===== src/shared/cmsc_pkg.sv =====
// Operation
// Progress indicator steady on after successful configuration
// Progress indicator blinks while configuration runs
// Progress indicator off while logic idle
// Fault indicator steady on after any error
// Fault blinks when card source lacks card
// Fault indicator off when no error
// Reset pin returns everything to initial state
// Chain configurable from card, processor or test
// Processor reaches card, chain and local control
// Test port scans chain or manager itself
// Selectable shift rate, fastest 16.7 Mbit/s; code tops out at clk/2, 12.5 MHz
// Card presence detected and tracked
// Card buffer granted to one requester only
// Three select bits choose one of eight designs
// Blink from divider near 2 Hz, 50 percent
// Fault held until reset or new attempt

package cmsc_pkg;
  // ==========================================================
  // Timing
  // ==========================================================
  localparam int unsigned CLK_HZ = 25000000; // Device clock rate
  localparam int unsigned BLINK_HZ = 2; // Visible blink rate
  // Half period of blink in cycles, 50 percent duty
  localparam int unsigned BLINK_HALF_CYC = CLK_HZ / (2 * BLINK_HZ);
  localparam int unsigned BLINK_CNT_W = 23; // Fits BLINK_HALF_CYC
  localparam int unsigned MAX_RATE_KBPS = 16700; // Fastest shift rate
  // Shift clock toggles each half period; fastest is clk/2 = 12.5 MHz,
  // the nearest step not above the top rate
  localparam logic [2:0] RATE_SEL_W_RST = 3'h0; // Fastest rate at reset
  localparam int unsigned RATE_W = 3; // Rate select width
  localparam int unsigned DESIGN_SEL_W = 3; // Design select width
  localparam int unsigned NUM_DESIGNS = 8; // Designs in collection
  localparam logic [3:0] DIV_CNT_RST = 4'h0; // Divider counter reset

  // ==========================================================
  // Configuration sources and states
  // ==========================================================
  typedef enum logic [1:0] {
    CMSC_SRC_CARD = 2'h0,
    CMSC_SRC_MPU = 2'h1,
    CMSC_SRC_TEST = 2'h2,
    CMSC_SRC_NONE = 2'h3
  } cmsc_src_e;

  typedef enum logic [1:0] {
    CMSC_ST_IDLE,
    CMSC_ST_BUSY,
    CMSC_ST_DONE
  } cmsc_state_e;
endpackage : cmsc_pkg


===== src/cmsc_top.sv =====
`timescale 1ns/10ps
`default_nettype none
// ============================================================
// Configuration manager status and control
// ============================================================
module cmsc_top #(
  parameter int unsigned BLINK_HALF = cmsc_pkg::BLINK_HALF_CYC
) (
  input wire logic clk_i,
  input wire logic reset_i,
  // Source requests and routing
  input wire logic [1:0] src_sel_i, // Requested configuration source
  input wire logic start_i, // Start a configuration attempt
  input wire logic done_i, // Chain reports successful end
  input wire logic error_i, // Any error during attempt
  input wire logic card_detect_n_i, // Card present, active low
  input wire logic [2:0] design_select_inputs_i, // Pin design select
  input wire logic [2:0] mpu_design_sel_i, // Register design select
  input wire logic mpu_design_sel_en_i, // Use register select
  input wire logic [2:0] rate_sel_i, // Shift rate, 0 fastest
  // Card buffer requests
  input wire logic mpu_buf_req_i,
  input wire logic jtag_buf_req_i,
  output logic mpu_buf_gnt_o,
  output logic jtag_buf_gnt_o,
  // Test scan routing
  input wire logic test_scan_self_i, // Test port scans manager itself
  output logic test_to_chain_o, // Test port routed to target chain
  // Outputs
  output logic [1:0] active_src_o,
  output logic [2:0] design_index_o,
  output logic card_present_o,
  output logic shift_clk_o,
  output logic busy_o,
  output logic config_progress_indicator_o,
  output logic fault_indicator_o
);
  // ==========================================================
  // State
  // ==========================================================
  cmsc_pkg::cmsc_state_e state_r; // Configuration progress
  logic fault_r; // Sticky error
  logic [1:0] src_r; // Latched source
  logic [2:0] design_r; // Latched design index
  logic card_r; // Tracked card presence
  logic [2:0] rate_r; // Latched rate selection
  logic [7:0] div_r; // Shift clock divider
  logic shift_r; // Shift clock
  logic gnt_mpu_r; // Buffer owner: processor
  logic gnt_jtag_r; // Buffer owner: chain loader
  logic blink; // Shared blink wave
  logic [2:0] design_nxt; // Selected design this cycle

  cmsc_blink #(.HALF_CYC(BLINK_HALF)) u_blink (
    .clk_i(clk_i),
    .reset_i(reset_i),
    .blink_o(blink)
  );

  // Pick register select over pins when enabled
  assign design_nxt = mpu_design_sel_en_i ? mpu_design_sel_i
                                          : design_select_inputs_i;

  // ==========================================================
  // Configuration state machine
  // ==========================================================
  // Attempt starts from idle or done, so a new start reruns loading; start is ignored while busy
  always_ff @(posedge clk_i) begin
    if (reset_i) begin
      state_r <= cmsc_pkg::CMSC_ST_IDLE;
      src_r <= cmsc_pkg::CMSC_SRC_CARD;
      design_r <= '0;
    end else begin
      case (state_r)
        cmsc_pkg::CMSC_ST_BUSY: begin
          // Error aborts the attempt back to idle
          if (error_i) begin
            state_r <= cmsc_pkg::CMSC_ST_IDLE;
          end else if (done_i) begin
            state_r <= cmsc_pkg::CMSC_ST_DONE;
          end
        end
        default: begin
          if (start_i) begin
            state_r <= cmsc_pkg::CMSC_ST_BUSY;
            src_r <= src_sel_i;
            design_r <= design_nxt;
          end
        end
      endcase
    end
  end

  // ==========================================================
  // Card presence and fault tracking
  // ==========================================================
  // Presence sampled every cycle; inputs are synchronous
  always_ff @(posedge clk_i) begin
    if (reset_i) begin
      card_r <= 1'b0;
    end else begin
      card_r <= ~card_detect_n_i;
    end
  end

  // Error set wins over clear from a new start in the same cycle
  always_ff @(posedge clk_i) begin
    if (reset_i) begin
      fault_r <= 1'b0;
    end else if (error_i) begin
      fault_r <= 1'b1;
    end else if (start_i && state_r != cmsc_pkg::CMSC_ST_BUSY) begin
      fault_r <= 1'b0;
    end
  end

  // ==========================================================
  // Indicators
  // ==========================================================
  // Progress: on when done, blink while busy, off when idle
  always_comb begin
    case (state_r)
      cmsc_pkg::CMSC_ST_DONE: config_progress_indicator_o = 1'b1;
      cmsc_pkg::CMSC_ST_BUSY: config_progress_indicator_o = blink;
      default: config_progress_indicator_o = 1'b0;
    endcase
  end

  // Fault: error steady beats missing-card blink
  always_comb begin
    if (fault_r) begin
      fault_indicator_o = 1'b1;
    end else if (src_r == cmsc_pkg::CMSC_SRC_CARD && !card_r) begin
      fault_indicator_o = blink;
    end else begin
      fault_indicator_o = 1'b0;
    end
  end

  // ==========================================================
  // Shift clock divider
  // ==========================================================
  // Half period is 2**rate cycles; rate 0 gives clk/2, 12.5 MHz,
  // the fastest step that stays under the top rate
  always_ff @(posedge clk_i) begin
    if (reset_i) begin
      rate_r <= cmsc_pkg::RATE_SEL_W_RST;
      div_r <= '0;
      shift_r <= 1'b0;
    end else begin
      rate_r <= rate_sel_i;
      if (state_r != cmsc_pkg::CMSC_ST_BUSY) begin
        div_r <= '0;
        shift_r <= 1'b0;
      end else if (div_r >= (8'h01 << rate_r) - 8'h01) begin
        div_r <= '0;
        shift_r <= ~shift_r;
      end else begin
        div_r <= div_r + 8'h01;
      end
    end
  end

  // ==========================================================
  // Card buffer arbiter
  // ==========================================================
  // Owner keeps grant until it drops request; loader has priority
  always_ff @(posedge clk_i) begin
    if (reset_i) begin
      gnt_mpu_r <= 1'b0;
      gnt_jtag_r <= 1'b0;
    end else if (gnt_mpu_r) begin
      gnt_mpu_r <= mpu_buf_req_i;
    end else if (gnt_jtag_r) begin
      gnt_jtag_r <= jtag_buf_req_i;
    end else if (jtag_buf_req_i) begin
      gnt_jtag_r <= 1'b1;
    end else begin
      gnt_mpu_r <= mpu_buf_req_i;
    end
  end

  assign mpu_buf_gnt_o = gnt_mpu_r;
  assign jtag_buf_gnt_o = gnt_jtag_r;
  assign test_to_chain_o = ~test_scan_self_i;
  assign active_src_o = src_r;
  assign design_index_o = design_r;
  assign card_present_o = card_r;
  assign shift_clk_o = shift_r;
  assign busy_o = (state_r == cmsc_pkg::CMSC_ST_BUSY);

  // ==========================================================
  // Checks
  // ==========================================================
  property p_done_on;
    @(posedge clk_i) disable iff (reset_i)
    state_r == cmsc_pkg::CMSC_ST_DONE |-> config_progress_indicator_o;
  endproperty
  a_done_on: assert property (p_done_on)
    else $error("progress indicator not on when done");

  property p_busy_blink;
    @(posedge clk_i) disable iff (reset_i)
    busy_o |-> config_progress_indicator_o == blink;
  endproperty
  a_busy_blink: assert property (p_busy_blink)
    else $error("progress indicator not blinking while busy");

  property p_idle_off;
    @(posedge clk_i) disable iff (reset_i)
    state_r == cmsc_pkg::CMSC_ST_IDLE |-> !config_progress_indicator_o;
  endproperty
  a_idle_off: assert property (p_idle_off)
    else $error("progress indicator lit while idle");

  property p_err_on;
    @(posedge clk_i) disable iff (reset_i)
    error_i |=> fault_indicator_o [*2];
  endproperty
  a_err_on: assert property (p_err_on)
    else $error("fault indicator not on after error");

  property p_nocard;
    @(posedge clk_i) disable iff (reset_i)
    !fault_r && src_r == cmsc_pkg::CMSC_SRC_CARD && !card_r
      |-> fault_indicator_o == blink;
  endproperty
  a_nocard: assert property (p_nocard)
    else $error("fault indicator not blinking without card");

  property p_fault_off;
    @(posedge clk_i) disable iff (reset_i)
    !fault_r && (card_r || src_r != cmsc_pkg::CMSC_SRC_CARD)
      |-> !fault_indicator_o;
  endproperty
  a_fault_off: assert property (p_fault_off)
    else $error("fault indicator lit without cause");

  property p_reset;
    @(posedge clk_i)
    reset_i |=> state_r == cmsc_pkg::CMSC_ST_IDLE && !fault_r && !busy_o;
  endproperty
  a_reset: assert property (p_reset)
    else $error("reset did not clear state");

  property p_one_gnt;
    @(posedge clk_i) disable iff (reset_i)
    !(mpu_buf_gnt_o && jtag_buf_gnt_o);
  endproperty
  a_one_gnt: assert property (p_one_gnt)
    else $error("buffer granted to both requesters");

  property p_design;
    @(posedge clk_i) disable iff (reset_i)
    start_i && state_r != cmsc_pkg::CMSC_ST_BUSY
      |=> design_r == $past(design_nxt);
  endproperty
  a_design: assert property (p_design)
    else $error("design index not latched at start");

  property p_fault_hold;
    @(posedge clk_i) disable iff (reset_i)
    fault_r && !start_i |=> fault_r;
  endproperty
  a_fault_hold: assert property (p_fault_hold)
    else $error("fault dropped without new attempt");
endmodule : cmsc_top
`default_nettype wire


===== src/cmsc_blink.sv =====
`timescale 1ns/10ps
`default_nettype none
// ============================================================
// Blink divider: square wave near 2 Hz
// ============================================================
module cmsc_blink #(
  parameter int unsigned HALF_CYC = cmsc_pkg::BLINK_HALF_CYC
) (
  input wire logic clk_i,
  input wire logic reset_i,
  output logic blink_o
);
  logic [cmsc_pkg::BLINK_CNT_W-1:0] cnt_r; // Half period counter
  logic blink_r; // Square wave

  // Count half periods and toggle, equal high and low time
  always_ff @(posedge clk_i) begin
    if (reset_i) begin
      cnt_r <= '0;
      blink_r <= 1'b0;
    end else if (cnt_r == cmsc_pkg::BLINK_CNT_W'(HALF_CYC - 1)) begin
      cnt_r <= '0;
      blink_r <= ~blink_r;
    end else begin
      cnt_r <= cnt_r + 1'b1;
    end
  end

  assign blink_o = blink_r;
endmodule : cmsc_blink
`default_nettype wire


===== config.mk =====
export PLATFORM = sky130hd
export DESIGN_NAME = cmsc_top
export DESIGN_NICKNAME = d
export VERILOG_FILES = /design/src/shared/cmsc_pkg.sv /design/src/cmsc_top.sv /design/src/cmsc_blink.sv
export SDC_FILE = /design/constraint.sdc
export NUM_CORES = 1
export LEC_CHECK = 0
export BUFFER_PORTS_ARGS = -buffer_cell sky130_fd_sc_hd__buf_2
export CAP_MARGIN = 40
export CELL_PAD_IN_SITES_DETAIL_PLACEMENT = 0
export CELL_PAD_IN_SITES_GLOBAL_PLACEMENT = 1
export CORE_AREA = 2 2 76 78
export CTS_CLUSTER_DIAMETER = 40
export DETAILED_ROUTE_END_ITERATION = 6
export DIE_AREA = 0 0 78 80
export HOLD_SLACK_MARGIN = 0.1
export PLACE_DENSITY = 0.76
export SKIP_LAST_GASP = 1
export SYNTH_ARGS = -nofsm -noshare
export SYNTH_HDL_FRONTEND = slang
export SYNTH_SLANG_ARGS = --single-unit

===== constraint.sdc =====
create_clock -name clk_i -period 2.7 [get_ports clk_i]
set_clock_uncertainty 0.05 [all_clocks]
set_input_delay 0.135 -clock clk_i [delete_from_list [all_inputs] [get_ports clk_i]]
set_output_delay 0.135 -clock clk_i [all_outputs]
set_load 0.01 [all_outputs]

==> results <==
- The flow ran to the end, and the final reports show no timing, DRC or antenna violations.
- Dividing the detail-routed via count by the number of cells gives 4.92.
- The floorplan step set the die height to roughly 80 µm.
- After detailed routing, the total wire length is between 4 and 5 mm.
- The largest net degree at the start of global routing is 20.
- Once the floorplan was initialized, standard cells occupied roughly two fifths of the core.
- The async set-reset flop share out of synthesis is 0%.
- TritonCTS built the clock tree.
- The static leakage power is ~1.0 nW.
- IR analysis of the VDD net gives a maximum drop of 0.000209 V.
- Setup repair after global routing left no endpoint under its margin.
- Counting along the longest clock path gives a buffer depth of 2.
- STA classifies the critical path endpoint as a flip-flop.
- The initial antenna violation count is 0.
- For this run, design rule violations remaining after detail routing come to 0.
- The final-report max-slew violation count is 0.
- The share of the cycle needed by the critical path after routing is a little over four fifths.
- Leaving out filler cells and counting taps, the final layout contains around 370.
- The number of standard cells after synthesis is around 250.
- The area growth from synthesis to layout is 20.1%.
- The number of cells on the worst reg-to-reg path is 6.
- The clock root buffer is clkbuf_8.
- 34 I/O pins were placed.
- The beginning of the worst register-to-register path is rate_r[1]$_SDFF_PP0_.
- The critical path is of the reg2reg type.
- The total power divided by cell area is slightly above 500 nW/µm².
- The number of global-route vias before repair is ~1700.
- The share of the core filled with cells in the final layout is 48.6%.
- The start point of the worst hold path is design_select_inputs_i[1].
- The terminus of the critical flop-to-flop path is div_r[2]$_SDFF_PP0_.
- Yosys mapped the design onto 38 distinct sky130hd cell types.
- The highest fanout seen on the critical path is 8.
- Detailed routing inserted a total of 1796 vias.
- The most common cell after layout, fill and taps aside is dfxtp_1.
- TritonCTS created 5 clock buffers.
- The average routed wire per standard cell is 11.7 µm.
- The library cells used most frequently in the layout, excluding fill and tap cells, are dfxtp_1 (47), nor2_1 (42), buf_2 (33).
- The path with the worst hold slack has its endpoint at design_index_o[1]$_SDFFE_PP0P_.
- Adding up every negative setup slack in the final design gives 0 ns.
- Dividing the synthesized area by the synthesized cell count gives 8.79 µm².
- Of the post-synthesis cell area, the dominant cell type holds between 40 and 50%.
- The synthesized design contains 47 register bits.
- The final-report hold violation count is 0.
- In this run the register-to-register setup slack is ~0.42 ns.
- Clock-pin slew was measured on the worst setup and hold paths at around 0.09 ns.
- The depth of the CTS H-tree is 2.
- After floorplanning, the core was sized to cover 5410 µm².
- The cell depth of the worst min-delay path is 3.
- The worst slew slack as a fraction of its limit is around half.
- The worst setup path is launched from a flip-flop.
- Sorting the synthesized cells by area gives the leading types as dfxtp_1 (43%), nor2_1 (7.2%), ha_1 (6.9%), xor2_1 (5.2%), a21oi_1 (3.7%).
- Static timing analysis puts the maximum clock frequency at around 440 MHz.
- Yosys mapped a number of flops with a built-in enable equal to 0.
- The floorplan die width is between 70 and 80 µm.
- In the final layout, the share of cells above drive strength 1 is 16.0%.
- The post-route minimum period is 2.28 ns.
- Yosys printed 0 warnings.
- During placement, the flow inserted port buffers numbering 33.
- The actual slew at the worst max-slew pin is 0.735 ns.
- The first TritonRoute pass finished after 4 iterations.
- The wire length of the first global-routing pass is about 7.4 mm.
- The multi-input combinational cells in the finished layout cover a total of 1180 µm².
- The sum of net half-perimeters after detailed placement is about 3 mm.
- The full die area is about 6200 µm².
- Setup violations remaining at the end of the flow were counted as 0.
- The number of clock sinks is 47.
- Summing internal, switching and leakage power gives about 1.4 mW.
- Among all flip-flop cells after synthesis, the most frequent one is dfxtp_1.
- Synthesis produced a netlist with a net count of about 280.
- The required time reported for the critical path endpoint is 2.89 ns.
- The area taken by flip-flops and latches is ~940 µm².
- Post-CTS timing repair inserted 0 buffers for setup.
- Clock latency on the worst-skew pair, taken at its later pin, is around 0.30 ns.
- The congestion estimate from routability-driven global placement came to roughly 0.78.
- The number of cell rows is 27.
- In this run the remaining antenna-violating nets after routing total 0.
- The type of the worst min-delay path is in2reg.
- The overflow left after global routing is 0.
- After synthesis, flip-flops and latches occupy 43.0% of the total area.
- 0 antenna diodes ended up in the layout.
- The mapped cell area is roughly 2200 µm².
- The count of fill cells added during filler insertion is 529.
- Once placement completed, the tool counted placed cells totaling between 300 and 400.
- The violation count after the first detailed-route iteration is 77.
- Global routing used around 15% of the available tracks.
- Max-cap violations in this run came to 0.
- The net count of the finished layout is between 300 and 400.
- The critical path arrival is ~2.5 ns.
- The biggest area contributor in the post-synthesis netlist is dfxtp_1.
logic make-up after synthesis:
logic type	Yosys count	synth area share (%)
DFF	47	43.0
other	1	0.171
xor gates and xnor gates	18	7.20
buffers and inverters	17	3.03
and+or+nand+nor	109	25.7
muxes	7	3.20
AOI/OAI and AO/OA	38	10.8
adders and majority gates	12	6.86
sequential cells by signal (all words and copies together) (netlist names):
name and cells:
jtag_buf_gnt_o 1, fault_r 1, mpu_buf_gnt_o 1, state_r 2, div_r 8, shift_clk_o 1, active_src_o 2, u_blink.blink_o 1
u_blink.cnt_r 23, card_present_o 1, design_index_o 3, rate_r 3
cells in the mapped netlist, types with 2 or more instances:
master	instances
dfxtp_1	47
nor2_1	42
a21oi_1	16
nand3_1	14
xor2_1	13
ha_1	12
nand2_1	11
inv_1	9
or4_1	9
mux2i_1	7
o21ai_0	7
o31ai_1	6
or3_1	6
clkbuf_1	5
nand4_1	5
xnor2_1	5
and3_1	4
nor2b_1	4
a211oi_1	3
and4_1	2
buf_2	2
nand2b_1	2
nor3_1	2
or2_2	2
worst max-delay path, stage by stage (launching register included):
cell and delay [ns]:
dfxtp_1 0.36, or3_1 0.36, ha_1 0.27, nand2b_1 0.14, a2111o_1 0.42, a311o_1 0.48
nor2_1 0.14
power breakdown:
group | switching, mW | internal, mW
registers | 0.0152 | 0.712
clock network | 0.244 | 0.276
logic | 0.0593 | 0.0604
total | 0.318 | 1.05
worst max path at each step:
stage | from | end | slack (ns) | depth (start not counted)
global route | rate_r[1]$_SDFF_PP0_ | div_r[2]$_SDFF_PP0_ | 0.35 | 6
floorplan | rate_r[0]$_SDFF_PP0_ | div_r[2]$_SDFF_PP0_ | 0.58 | 6
finish | rate_r[1]$_SDFF_PP0_ | div_r[2]$_SDFF_PP0_ | 0.42 | 6
CTS | rate_r[1]$_SDFF_PP0_ | div_r[2]$_SDFF_PP0_ | 0.40 | 6
detailed placement | rate_r[1]$_SDFF_PP0_ | div_r[2]$_SDFF_PP0_ | 0.43 | 6
global placement | rate_r[1]$_SDFF_PP0_ | div_r[7]$_SDFF_PP0_ | 0.48 | 6
cell type report:
cell class	count	area share [%]
Clock inverter	3	1.67
Multi-Input combinational cell	185	44.9
Clock buffer	5	2.62
Tap cell	72	3.43
Inverter	9	1.29
Sequential cell	47	35.8
Timing Repair Buffer	44	10.3
routing by layer:
metal | track usage [%] | vias to the layer above | part of all wire, %
met5 | 0 | - | 0
met1 | 18.8 | 806 | 51
li1 | - | 961 | -
met3 | 3.85 | 6 | 3.3
met2 | 24.1 | 23 | 44
met4 | 5.79 | 0 | 1.5
timing repair:
action,4_1_cts,5_1_grt
hold buffers,9,0
endpoints found under the hold margin,9,0
resized for setup,0,0
stage by stage:
step | cell area (µm²) | hold WS [ns] | worst slack [ns]
6_report | 2630 | 0.111 | 0.422
5_1_grt | 2630 | 0.122 | 0.352
4_1_cts | 2630 | 0.105 | 0.401
3_5_place_dp | 2430 | 0.250 | 0.427
3_3_place_gp | 2430 | 0.248 | 0.484
2_1_floorplan | 2190 | 0.152 | 0.582
(Power assumes the default switching activity.)
